<file path="config.mk">
export PLATFORM = sky130hd
export DESIGN_NAME = accumulator_operate_decode
export DESIGN_NICKNAME = d
export VERILOG_FILES = /design/src/verilog/operate_pkg.sv /design/src/verilog/alu_if.sv /design/src/verilog/operate_adder.sv /design/src/verilog/accumulator_operate_decode.sv
export SDC_FILE = /design/constraint.sdc
export NUM_CORES = 1
export LEC_CHECK = 0
export ABC_AREA = 1
export BUFFER_PORTS_ARGS = -buffer_cell sky130_fd_sc_hd__buf_2
export CAP_MARGIN = 0
export CORE_MARGIN = 5
export CORE_UTILIZATION = 45
export DETAILED_ROUTE_END_ITERATION = 12
export GPL_TIMING_DRIVEN = 0
export PLACE_DENSITY = 0.65
export SLEW_MARGIN = 5
export SYNTH_ARGS = -nofsm -noshare
export SYNTH_HDL_FRONTEND = slang
export SYNTH_SLANG_ARGS = --single-unit
</file>
<file path="constraint.sdc">
create_clock -name ref_clk_i -period 5.8 [get_ports ref_clk_i]
set_input_delay 0.58 -clock ref_clk_i [delete_from_list [all_inputs] [get_ports ref_clk_i]]
set_output_delay 0.58 -clock ref_clk_i [all_outputs]
set_load 0.01 [all_outputs]
</file>
<file path="src/verilog/operate_pkg.sv">
package operate_pkg;

   // Data path width and APB address width
   localparam int WORD_W = 12;
   localparam int ADDR_W = 8;

   // Register byte offsets
   localparam logic [ADDR_W-1:0] INSTR_OFS  = 8'h00;
   localparam logic [ADDR_W-1:0] ACC1_OFS   = 8'h04;
   localparam logic [ADDR_W-1:0] ACC2_OFS   = 8'h08;
   localparam logic [ADDR_W-1:0] STATUS_OFS = 8'h0c;
   localparam logic [ADDR_W-1:0] PC_OFS     = 8'h10;

   // Status register bit positions
   localparam int ST_FLAG_BIT  = 0;
   localparam int ST_OVF_BIT   = 1;
   localparam int ST_BUSY_BIT  = 2;
   localparam int ST_SKIP_BIT  = 3;
   localparam int ST_NONOP_BIT = 4;

   // Reset values
   localparam logic [WORD_W-1:0] WORD_RST = 12'h000;
   localparam logic              BIT_RST  = 1'b0;

   // Instruction bit positions, bit 0 is the most significant
   localparam int IB_OP0      = 0;
   localparam int IB_OP1      = 1;
   localparam int IB_OP2      = 2;
   localparam int IB_OP3      = 3;
   localparam int IB_SEC_SEL  = 4;
   localparam int IB_FIRST_SEL = 5;
   localparam int IB_OVF_SEL  = 6;
   localparam int IB_INVERT   = 7;
   localparam int IB_CLEAR    = 8;
   localparam int IB_REVERSE  = 9;
   localparam int IB_SIGN     = 10;
   localparam int IB_ZERO     = 11;

   // Clock cycles per timing period
   localparam int PERIOD_STEP_CYCLES = 4;

   // Timing periods of one operate instruction
   typedef enum logic [3:0] {
      PER_IDLE,
      PER_PRE_CLEAR,
      PER_SECOND_ROUTE,
      PER_SECOND_CARRY,
      PER_SECOND_LOAD,
      PER_FIRST_ROUTE,
      PER_FIRST_CARRY,
      PER_FIRST_LOAD,
      PER_SKIP_TEST
   } period_e;

   // Instruction bit in left-to-right numbering
   function automatic logic ibit(input logic [WORD_W-1:0] w, input int n);
      return w[WORD_W-1-n];
   endfunction : ibit

endpackage : operate_pkg

</file>
<file path="src/verilog/alu_if.sv">
`timescale 1ns/1ps
interface alu_if #(
   parameter int W = 12
);
   logic [W-1:0] operand;
   logic [W-1:0] aux;
   logic         invert;
   logic         carry_in;
   logic [W-1:0] sum;

   modport ctrl (output operand, output aux, output invert, output carry_in, input sum);
   modport unit (input operand, input aux, input invert, input carry_in, output sum);
endinterface : alu_if

</file>
<file path="src/verilog/operate_adder.sv">
`timescale 1ns/1ps
module operate_adder #(
   parameter int W = 12
) (
   alu_if.unit bus
);
   logic [W-1:0] passed;

   // Add-subtract logic passes operand straight or inverted
   assign passed = bus.invert ? ~bus.operand : bus.operand;

   // Adder wraps at the word width
   assign bus.sum = passed + bus.aux + {{(W-1){1'b0}}, bus.carry_in};
endmodule : operate_adder

</file>
<file path="src/verilog/accumulator_operate_decode.sv">
`timescale 1ns/1ps
module accumulator_operate_decode #(
   parameter int STEP_DIV = operate_pkg::PERIOD_STEP_CYCLES
) (
   input  logic                             ref_clk_i,
   input  logic                             rst_n_i,
   input  logic                             psel_i,
   input  logic                             penable_i,
   input  logic                             pwrite_i,
   input  logic [operate_pkg::ADDR_W-1:0]   paddr_i,
   input  logic [31:0]                      pwdata_i,
   output logic [31:0]                      prdata_o,
   output logic                             pready_o,
   output logic                             pslverr_o,
   output logic                             busy_o,
   output logic [operate_pkg::WORD_W-1:0]   pc_o
);
   import operate_pkg::*;

   logic [WORD_W-1:0] instr_r;
   logic [WORD_W-1:0] acc1_r;
   logic [WORD_W-1:0] acc2_r;
   logic [WORD_W-1:0] pc_r;
   logic [WORD_W-1:0] operand_r;
   logic [WORD_W-1:0] sum_r;
   logic              flag_r;
   logic              ovf_r;
   logic              skip_r;
   logic              nonop_r;
   logic              busy_r;
   logic              start_r;
   period_e           state_r;
   period_e           state_nxt;
   logic [15:0]       div_cnt_r;
   logic              step_r;
   logic              pready_r;
   logic              pslverr_r;
   logic [31:0]       prdata_r;
   logic [31:0]       rd_data;
   logic [31:0]       status_word;
   logic              addr_hit;
   logic              wr_fire;
   logic              operate_group2_decode_n;
   logic              operate_group2_decode;
   logic              first_accum_select;
   logic              second_accum_select;
   logic              status_sel;
   logic              flag_sel;
   logic              ovf_sel;
   logic              instr_bit_eight;
   logic              invert_bit;
   logic              b9;
   logic              b10;
   logic              b11;
   logic              inc_req;
   logic              acc_mod;
   logic              accum_clear_strobe;
   logic              carry_period;
   logic              skip_cond;
   logic              status_bit;

   alu_if #(.W(WORD_W)) alu_bus ();

   // Skip test on one register: sign is msb, zero is all clear
   function automatic logic skip_hit(input logic msb, input logic zero,
                                     input logic rev, input logic sgn, input logic zt);
      logic t_sign;
      logic t_zero;
      t_sign = rev ? msb : ~msb;
      t_zero = rev ? zero : ~zero;
      return (~sgn | t_sign) & (~zt | t_zero);
   endfunction : skip_hit

   assign operate_group2_decode_n = ~(ibit(instr_r, IB_OP2) & ibit(instr_r, IB_OP3) &
                                      ~ibit(instr_r, IB_OP0) & ~ibit(instr_r, IB_OP1));
   assign operate_group2_decode = ~operate_group2_decode_n;

   assign first_accum_select  = operate_group2_decode & ibit(instr_r, IB_FIRST_SEL);
   assign second_accum_select = operate_group2_decode & ibit(instr_r, IB_SEC_SEL);
   assign status_sel = operate_group2_decode & ~ibit(instr_r, IB_SEC_SEL) &
                       ~ibit(instr_r, IB_FIRST_SEL);
   assign flag_sel   = status_sel & ~ibit(instr_r, IB_OVF_SEL);
   assign ovf_sel    = status_sel & ibit(instr_r, IB_OVF_SEL);

   assign instr_bit_eight = operate_group2_decode & ibit(instr_r, IB_CLEAR);
   assign invert_bit      = operate_group2_decode & ibit(instr_r, IB_INVERT);
   assign b9  = ibit(instr_r, IB_REVERSE);
   assign b10 = ibit(instr_r, IB_SIGN);
   assign b11 = ibit(instr_r, IB_ZERO);
   assign inc_req = operate_group2_decode & b9 & ~b10 & ~b11;
   // modify steps run when invert, clear or increment is set; increment is bit 9 with bits 10 and 11 clear
   assign acc_mod = invert_bit | instr_bit_eight | inc_req;

   assign accum_clear_strobe = step_r & (state_r == PER_PRE_CLEAR);
   assign carry_period = (state_r == PER_SECOND_CARRY) || (state_r == PER_FIRST_CARRY);
   assign status_bit = ovf_sel ? ovf_r : flag_r;

   // Adder control
   assign alu_bus.operand  = operand_r;
   assign alu_bus.aux      = '0;
   // invert and carry only in carry period
   assign alu_bus.invert   = carry_period & invert_bit;
   assign alu_bus.carry_in = carry_period & inc_req;

   operate_adder #(.W(WORD_W)) u_adder (
      .bus (alu_bus.unit)
   );

   // sign and zero tests, bit 9 reverses
   // zero and nonzero sense of bit 11
   always_comb begin
      skip_cond = operate_group2_decode & (b10 | b11);
      if (first_accum_select) begin
         skip_cond = skip_cond & skip_hit(acc1_r[WORD_W-1], acc1_r == '0, b9, b10, b11);
      end
      if (second_accum_select) begin
         skip_cond = skip_cond & skip_hit(acc2_r[WORD_W-1], acc2_r == '0, b9, b10, b11);
      end
      if (status_sel) begin
         skip_cond = skip_cond & skip_hit(status_bit, ~status_bit, b9, b10, b11);
      end
   end

   // Period step divider
   always_ff @(posedge ref_clk_i) begin
      if (!rst_n_i) begin
         div_cnt_r <= '0;
         step_r    <= 1'b0;
      end else if (div_cnt_r == 16'(STEP_DIV - 1)) begin
         div_cnt_r <= '0;
         step_r    <= 1'b1;
      end else begin
         div_cnt_r <= div_cnt_r + 16'h0001;
         step_r    <= 1'b0;
      end
   end

   // Period order
   // second accumulator slots, then first
   always_comb begin
      state_nxt = state_r;
      unique case (state_r)
         PER_IDLE:         state_nxt = start_r ? PER_PRE_CLEAR : PER_IDLE;
         PER_PRE_CLEAR:    state_nxt = PER_SECOND_ROUTE;
         PER_SECOND_ROUTE: state_nxt = PER_SECOND_CARRY;
         PER_SECOND_CARRY: state_nxt = PER_SECOND_LOAD;
         PER_SECOND_LOAD:  state_nxt = PER_FIRST_ROUTE;
         PER_FIRST_ROUTE:  state_nxt = PER_FIRST_CARRY;
         PER_FIRST_CARRY:  state_nxt = PER_FIRST_LOAD;
         PER_FIRST_LOAD:   state_nxt = PER_SKIP_TEST;
         PER_SKIP_TEST:    state_nxt = PER_IDLE;
      endcase
   end

   // Period register, moves on each step
   always_ff @(posedge ref_clk_i) begin
      if (!rst_n_i) begin
         state_r <= PER_IDLE;
      end else if (step_r) begin
         state_r <= state_nxt;
      end
   end

   // Read decode
   always_comb begin
      status_word = '0;
      status_word[ST_FLAG_BIT]  = flag_r;
      status_word[ST_OVF_BIT]   = ovf_r;
      status_word[ST_BUSY_BIT]  = busy_r;
      status_word[ST_SKIP_BIT]  = skip_r;
      status_word[ST_NONOP_BIT] = nonop_r;
      addr_hit = 1'b1;
      rd_data  = '0;
      unique case (paddr_i)
         INSTR_OFS:  rd_data = 32'(instr_r);
         ACC1_OFS:   rd_data = 32'(acc1_r);
         ACC2_OFS:   rd_data = 32'(acc2_r);
         STATUS_OFS: rd_data = status_word;
         PC_OFS:     rd_data = 32'(pc_r);
         default:    addr_hit = 1'b0;
      endcase
   end

   // APB answer, one wait state; writes refused while busy
   always_ff @(posedge ref_clk_i) begin
      if (!rst_n_i) begin
         pready_r  <= 1'b0;
         pslverr_r <= 1'b0;
         prdata_r  <= '0;
      end else begin
         pready_r <= psel_i & penable_i & ~pready_r;
         if (psel_i & penable_i & ~pready_r) begin
            pslverr_r <= ~addr_hit | (pwrite_i & busy_r);
            prdata_r  <= pwrite_i ? 32'h0000_0000 : rd_data;
         end else begin
            pslverr_r <= 1'b0;
         end
      end
   end

   assign wr_fire = psel_i & penable_i & pready_r & pwrite_i & ~pslverr_r;

   // Instruction register and start request
   always_ff @(posedge ref_clk_i) begin
      if (!rst_n_i) begin
         instr_r <= WORD_RST;
         start_r <= BIT_RST;
      end else if (wr_fire && paddr_i == INSTR_OFS) begin
         instr_r <= pwdata_i[WORD_W-1:0];
         start_r <= 1'b1;
      end else if (step_r && state_r == PER_IDLE) begin
         start_r <= 1'b0;
      end
   end

   // Busy from write until skip test period ends
   always_ff @(posedge ref_clk_i) begin
      if (!rst_n_i) begin
         busy_r <= BIT_RST;
      end else if (wr_fire && paddr_i == INSTR_OFS) begin
         busy_r <= 1'b1;
      end else if (step_r && state_r == PER_SKIP_TEST) begin
         busy_r <= 1'b0;
      end
   end

   // Operand multiplexer
   always_ff @(posedge ref_clk_i) begin
      if (!rst_n_i) begin
         operand_r <= WORD_RST;
      end else if (step_r && state_r == PER_SECOND_ROUTE && second_accum_select && acc_mod) begin
         operand_r <= acc2_r;
      end else if (step_r && state_r == PER_FIRST_ROUTE && first_accum_select && acc_mod) begin
         operand_r <= acc1_r;
      end
   end

   // Adder result held over to the load period
   always_ff @(posedge ref_clk_i) begin
      if (!rst_n_i) begin
         sum_r <= WORD_RST;
      end else if (step_r && carry_period) begin
         sum_r <= alu_bus.sum;
      end
   end

   // First accumulator
   always_ff @(posedge ref_clk_i) begin
      if (!rst_n_i) begin
         acc1_r <= WORD_RST;
      end else if (wr_fire && paddr_i == ACC1_OFS) begin
         acc1_r <= pwdata_i[WORD_W-1:0];
      end else if (accum_clear_strobe && instr_bit_eight && first_accum_select) begin
         acc1_r <= '0;
      end else if (step_r && state_r == PER_FIRST_LOAD && first_accum_select && acc_mod) begin
         acc1_r <= sum_r;
      end
   end

   // Second accumulator
   always_ff @(posedge ref_clk_i) begin
      if (!rst_n_i) begin
         acc2_r <= WORD_RST;
      end else if (wr_fire && paddr_i == ACC2_OFS) begin
         acc2_r <= pwdata_i[WORD_W-1:0];
      end else if (accum_clear_strobe && instr_bit_eight && second_accum_select) begin
         acc2_r <= '0;
      end else if (step_r && state_r == PER_SECOND_LOAD && second_accum_select && acc_mod) begin
         acc2_r <= sum_r;
      end
   end

   // Flag register: clear then invert gives set
   always_ff @(posedge ref_clk_i) begin
      if (!rst_n_i) begin
         flag_r <= BIT_RST;
      end else if (wr_fire && paddr_i == STATUS_OFS) begin
         flag_r <= pwdata_i[ST_FLAG_BIT];
      end else if (accum_clear_strobe && instr_bit_eight && flag_sel) begin
         flag_r <= 1'b0;
      end else if (step_r && state_r == PER_FIRST_CARRY && invert_bit && flag_sel) begin
         flag_r <= ~flag_r;
      end
   end

   // Overflow register
   always_ff @(posedge ref_clk_i) begin
      if (!rst_n_i) begin
         ovf_r <= BIT_RST;
      end else if (wr_fire && paddr_i == STATUS_OFS) begin
         ovf_r <= pwdata_i[ST_OVF_BIT];
      end else if (accum_clear_strobe && instr_bit_eight && ovf_sel) begin
         ovf_r <= 1'b0;
      end else if (step_r && state_r == PER_FIRST_CARRY && invert_bit && ovf_sel) begin
         ovf_r <= ~ovf_r;
      end
   end

   // Program counter and skip result
   always_ff @(posedge ref_clk_i) begin
      if (!rst_n_i) begin
         pc_r    <= WORD_RST;
         skip_r  <= BIT_RST;
         nonop_r <= BIT_RST;
      end else if (wr_fire && paddr_i == PC_OFS) begin
         pc_r <= pwdata_i[WORD_W-1:0];
      end else if (step_r && state_r == PER_SKIP_TEST) begin
         pc_r    <= pc_r + {{(WORD_W-1){1'b0}}, 1'b1} + {{(WORD_W-1){1'b0}}, skip_cond};
         skip_r  <= skip_cond;
         nonop_r <= operate_group2_decode_n;
      end
   end

   // Outputs
   assign prdata_o  = prdata_r;
   assign pready_o  = pready_r;
   assign pslverr_o = pslverr_r;
   assign busy_o    = busy_r;
   assign pc_o      = pc_r;

endmodule : accumulator_operate_decode

</file>
### Word-level counts from Yosys, hierarchy flattened

Cells that the tools add are included.
W data, S select, Z words.

* register bits after elaboration: 133
* output and inout bits: 47
* input port bits: 45
* logic and storage cells: 179

* add/sub/neg operators: 4
* muxes and demuxes: 37
* reductions and logical operators: 46
* bitwise operators: 61
* equality and inequality tests: 13

Operators with widths (number)
* $mux W12: 11
* $pmux W12 S5: 1
* $pmux W4 S9: 1
* $mux W32: 1
* $and A1 B1 Y1: 30
* $logic_and A1 B1 Y1: 29
* $add A12 B1 Y12: 2
* $logic_not A12 Y1: 2
* $mux W1: 23
* $not A1 Y1: 20
* $add A16 B1 Y16 const B: 1
* $eq A16 B2 Y1 const B: 1
* $eq A4 B3 Y1 const B: 4
* $eq A8 B4 Y1 const B: 2
* $add A12 B1 Y12 const B: 1
* $not A12 Y12: 1
* $reduce_bool A3 Y1: 4
* $or A1 B1 Y1: 10
* $eq A4 B2 Y1 const B: 2
* $eq A8 B3 Y1 const B: 1
* $eq A8 B5 Y1 const B: 1
* $logic_not A8 Y1: 1
* $reduce_bool A2 Y1: 4
* $reduce_or A5 Y1: 1
* 6 further kinds: 7

### Depth between registers and ports, before layout

* depth in word-level cells: 16
* depth in mapped cells: 20
* gate-level depth less buffers: 20

### Cells and area by module

A second synthesis with hierarchy kept.

* cell total of the unflattened synthesis: 1084
* area total of the unflattened synthesis: 6847.8 µm²

Modules (own cells, without submodules)
* accumulator_operate_decode: area each 6043.3 µm², times used 1, cells each 937, seq. area each 2262.2 µm²
* operate_adder: area each 804.5 µm², times used 1, cells each 147, seq. area each 0.0 µm²

### Worst setup path before layout

OpenSTA, ideal clock, no wires.

* path kind: reg2reg
* start: register instr_r[11]
* end: register pc_r[8], in the netlist pc_o[8]
* required time: 5.714 ns
* buffers on the path: 0
* cell stages (with the launch flop): 20
* setup time: 0.086 ns
* data arrival time: 2.451 ns
* period minus slack after synthesis: 2.536 ns
* slack: 3.264 ns
* cell sequence: dfxtp_1 -> nor2_1 -> nand2_2 -> nor3_1 -> nand2_1 -> nand2_1 -> nand3_1 -> nand2_1 -> nand2_1 -> nand3_1 -> nand2_1 -> ha_1 -> inv_1 -> ha_1 -> nand3_1 -> nor2_1 -> nand4_1 -> o21ai_0 -> a21oi_1 -> a211oi_1

* cells in the longest elaborated chain, start to end: 16
* elaborated cells on any way between the ends: 25
* those cells by class: 1 x add/sub; 8 x mux; 16 x bitwise

Ends and longest elaborated chain
* from (decl): line accumulator_operate_decode.sv:20 `logic [WORD_W-1:0] instr_r;`
* from (signal assigned): line accumulator_operate_decode.sv:209 `instr_r <= pwdata_i[WORD_W-1:0];`
* $not A1 Y1 *: line accumulator_operate_decode.sv:75 `~ibit(instr_r, IB_OP0) & ~ibit(instr_r, IB_OP1));`
* $and A1 B1 Y1 *: line accumulator_operate_decode.sv:74 `assign operate_group2_decode_n = ~(ibit(instr_r, IB_OP2) & ibit(instr_r, IB_OP3) &`
* $and A1 B1 Y1 *: line accumulator_operate_decode.sv:75
* $and A1 B1 Y1 (2 in series): line accumulator_operate_decode.sv:80 `assign status_sel = operate_group2_decode & ~ibit(instr_r, IB_SEC_SEL) &`
* $and A1 B1 Y1: line accumulator_operate_decode.sv:83 `assign ovf_sel = status_sel & ibit(instr_r, IB_OVF_SEL);`
* $mux W1: line accumulator_operate_decode.sv:96 `assign status_bit = ovf_sel ? ovf_r : flag_r;`
* $not A1 Y1: line accumulator_operate_decode.sv:69, accumulator_operate_decode.sv:120
* $mux W1, on equally long branches: line accumulator_operate_decode.sv:69, accumulator_operate_decode.sv:70
* $or A1 B1 Y1: line accumulator_operate_decode.sv:71 `return (~sgn | t_sign) & (~zt | t_zero);`
* $and A1 B1 Y1: line accumulator_operate_decode.sv:71
* $and A1 B1 Y1: line accumulator_operate_decode.sv:120 `skip_cond = skip_cond & skip_hit(status_bit, ~status_bit, b9, b10, b11);`
* $mux W1 *: line accumulator_operate_decode.sv:119 `if (status_sel) begin`
* $add A12 B1 Y12 *: line accumulator_operate_decode.sv:308 `pc_r <= pc_r + {{(WORD_W-1){1'b0}}, 1'b1} + {{(WORD_W-1){1'b0}}, skip_cond};`
* $mux W12 *: line accumulator_operate_decode.sv:307 `end else if (step_r && state_r == PER_SKIP_TEST) begin`
* $mux W12 *: line accumulator_operate_decode.sv:305 `end else if (wr_fire && paddr_i == PC_OFS) begin`
* to (signal assigned): line accumulator_operate_decode.sv:306 `pc_r <= pwdata_i[WORD_W-1:0];`
* to (signal assigned): line accumulator_operate_decode.sv:308
* to (decl): line accumulator_operate_decode.sv:23 `logic [WORD_W-1:0] pc_r;`

Every way passes the cells marked *; elsewhere a longest branch is shown, timed or not. The select of a mux whose other input is x is not followed.
A chain may end at the register's enable or synchronous reset.

### Final worst setup path

* start: register instr_r[9]
* end: register pc_r[11], in the netlist pc_o[11]

* cells in the longest elaborated chain, start to end: 16
* elaborated cells on any way between the ends: 25
* those cells by class: 1 x add/sub; 8 x mux; 16 x bitwise

Ends and longest elaborated chain (line)
* $and A1 B1 Y1 * (2 in series): accumulator_operate_decode.sv:74
* $and A1 B1 Y1 *: accumulator_operate_decode.sv:75
* $and A1 B1 Y1 (2 in series): accumulator_operate_decode.sv:80
* $and A1 B1 Y1: accumulator_operate_decode.sv:83
* $mux W1: accumulator_operate_decode.sv:96
* $not A1 Y1: accumulator_operate_decode.sv:69, accumulator_operate_decode.sv:120
* $mux W1, on equally long branches: accumulator_operate_decode.sv:69, accumulator_operate_decode.sv:70
* $or A1 B1 Y1: accumulator_operate_decode.sv:71
* $and A1 B1 Y1: accumulator_operate_decode.sv:71
* $and A1 B1 Y1: accumulator_operate_decode.sv:120
* $mux W1 *: accumulator_operate_decode.sv:119
* $add A12 B1 Y12 *: accumulator_operate_decode.sv:308
* $mux W12 *: accumulator_operate_decode.sv:307
* $mux W12 *: accumulator_operate_decode.sv:305

Marks and branches as above.

==> impl_results.md <==
* Slew Viols, Final at 0
* Register area at 0.00226 mm2
* Post-DRT Antenna Nets at 0
* RSZ-0062 raised after global routing: false
* Warnings from Yosys at 0
* Max Cap Viol at 0
* EDFF count, synth at 0
* FP Rows at 44
* DP Worst Slack at 2760 ps
* Fraction of registers with async set/reset at 0%
* TNS Setup at 0 ps
* Drt total wl at a little under 20000 um
* DR vias at 6565
* Final setup margin at 2650 ps
* Avg Inst Size Synth at 6.93 um2
* Grt ovf at 0
* CTS tree: built
* Pwr dens at between 200 and 300 mW/mm2
* Most common cell after layout, fill and taps aside: nand2_1
* TritonCTS Buffers at 17
* Detailed-route wire length per cell at between 15 and 20 um
* Worst Skew at roughly 7.6 ps
* Final period utilization at 54.3%
* Cts repair resizes at 0
* Multi-input combinational cell area at 0.00350 mm2
* Inserted Diodes at 0
* I/O Buffers at 51
* Synth Instances at between 900 and 1000
* Critical path fanouts, max at 5
* #FFs+latches synth at 113
* Tot GR Track Use at 23.9%
* Filler Cell Count at 1406
* Hold Vio Cnt, Final at 0
* Worst EP arrival at between 3000 and 4000 ps
* Slew headroom at 48.3%
* # DRC at 0
* Iteration-0 DRC Markers at 636
* CP top delay family: simple AND/OR/NAND/NOR gates
* Synthesis-to-finish area growth at 19.1%
* Vias in the first global route at 5987
* Overall die height at between 100 and 150 um
* Clk Latency, worst-skew pair at between 400 and 500 ps
* Post-synth cell types at 52
* F_max at 317 MHz
* Hold Buf Count CTS at 0
* Cell Area, Synth at about 0.0065 mm2
* Period minus WS final at 3150 ps
* Die area at 0.0170 mm2
* CP Buf/Inv Count at 2
* TritonCTS Sinks at 113
* Postcts setup bufs at 0
* Worst VDD drop at 0.000185 V
* GPL Wtd Cong at 0.933
* Clk buf depth at 2
* Clk Tree Root Cell: clkbuf_16
* Initial antenna violation count at 0
* DP HPWL at about 15000 um
* Chip width at between 100 and 150 um
* Critical Path End Type: register
* Post-detailed-route via-to-cell ratio at 5.34
* Startpoint types: register
* Tightest Pin Transition at about 780 ps
* Post-synthesis sequential area ratio at ~35%
* Most used DFF post-synth: dfxtp_1
* Initial Util at 45.5%
* Clock transition at path regs at 50 ps
* Pleak at 0.00345 uW
* Critical Path RT at 6140 ps
* H-tree levels at 4
* Layout cells sized above 1 at approximately 18%
* Drt first pass iters at 5
* Final setup viols at 0
* CP max stage delay at between 400 and 500 ps
* CP max stage cell: nor3_1
* CP Cell Sequence: nand2_1, inv_1, nand2_2, nor3_1, nand2_1, nand2_1, nand3_1, nand2_1, nand2_1, nand3_1, nand2_1, ha_1, nor3_1, nand3_1, inv_1, nand3_1, xnor2_1, nand2_1, a31oi_1
* Type of the worst setup path: reg2reg
* Critical Path Most Common Cell: nand2_1
* Largest net degree at the start of global routing at 17
* IO Pins at 92
* First-pass GRT wire length at 31500 um
* Tightest Hold Check Type: reg2reg
* Most frequent cells in the layout: 177 x nand2_1, 120 x inv_1, 113 x dfxtp_1
* Outcome: finished clean
* Fin nets at 1083
* Core area at about 0.014 mm2
## logic make-up after synthesis
kind of cell               after synthesis  share of synthesized area (%)
and+or+nand+nor                        397                           29.9
AOI/OAI and AO/OA                      226                           19.4
buffers and inverters                  186                           13.0
DFF                                    113                           34.6
xor gates and xnor gates                16                           2.14
adders and majority gates                5                          0.956
other                                    1                         0.0573
## state kept, by name, indices dropped and copies added (netlist names), 4 cells and up
register and flops:
div_cnt_r 16, alu_bus.operand 12, state_r 4, prdata_o 12, acc1_r 12, instr_r 12
pc_o 12, sum_r 12, acc2_r 12
## cells in the mapped netlist, types with 2 or more instances
library cell,instances,area (um2)
inv_2,9,33.8
nand3b_1,4,30.0
a22oi_1,3,22.5
dfxtp_1,113,2260
a21oi_1,92,460
clkbuf_1,17,63.8
nor4_1,3,18.8
xnor2_1,5,43.8
o22ai_1,25,156
nand3_2,4,40.0
o21ai_0,63,315
nor3_1,14,70.1
nor2_1,70,263
nor3_4,2,32.5
nand3b_2,3,33.8
nand2_4,9,101
buf_4,22,165
buf_2,10,50.1
inv_1,120,450
a211oi_1,3,22.5
o211ai_1,10,75.1
o2111ai_1,6,52.6
nand3_1,57,285
o21ai_1,13,65.1
or2_2,4,25.0
o21ai_2,2,17.5
nand2_1,177,664
o21bai_1,2,15.0
nand4_1,14,87.6
nor2_4,5,56.3
nand2_2,18,113
nor2_8,2,40.0
nor2_2,5,31.3
xor2_1,11,96.3
ha_1,5,62.6
a31oi_1,3,18.8
buf_6,4,45.0
## power by group
group	leakage [uW]	switching, uW	total [uW]	internal (uW)
combinational	0.00220	49.8	74.2	24.5
sequential	0.000911	2.78	783	780
clock	0.000340	374	1240	862
## per-layer routing
metal	routed length, um	track usage [%]	vias to the layer above
met4	402	6.59	0
met3	1380	5.20	31
met2	9110	38.2	207
li1	-	-	3264
met1	8700	32.8	3063
met5	0	0	-
## final timing paths
kind                                start                      end  slack [ps]  cells after the start
setup / recovery  instr_r[9]$_SDFFE_PN0P_    pc_o[11]$_SDFFE_PN0P_        2650                     19
hold / removal    div_cnt_r[0]$_SDFF_PP0_  div_cnt_r[0]$_SDFF_PP0_         440                      1
setup reg to reg  instr_r[9]$_SDFFE_PN0P_    pc_o[11]$_SDFFE_PN0P_        2650                     19
hold reg to reg   div_cnt_r[0]$_SDFF_PP0_  div_cnt_r[0]$_SDFF_PP0_         440                      1
## layout make-up
cell class	instances	share of cell area, %
plain buffers	55	4.61
clock buffers	23	6.39
clock inverters	8	2.54
inverters	131	6.33
multi-input cells	664	44.9
flip-flops and latches	113	29.0
well taps	184	2.95
repair buffers	51	3.28
## through the flow
step | total power, uW | hold slack (ps) | util, % | std cells | area [um2]
3_5_place_dp | 873 | 440 | 49.4 | 1198 | 7100
4_1_cts | 2100 | 448 | 54.2 | 1229 | 7790
2_1_floorplan | 845 | 418 | - | 963 | 6610
5_1_grt | 2160 | 474 | 54.2 | 1229 | 7790
6_report | 2090 | 442 | 54.2 | 1229 | 7790
3_3_place_gp | 872 | 428 | 49.4 | 1198 | 7100
(Power assumes the default switching activity.)
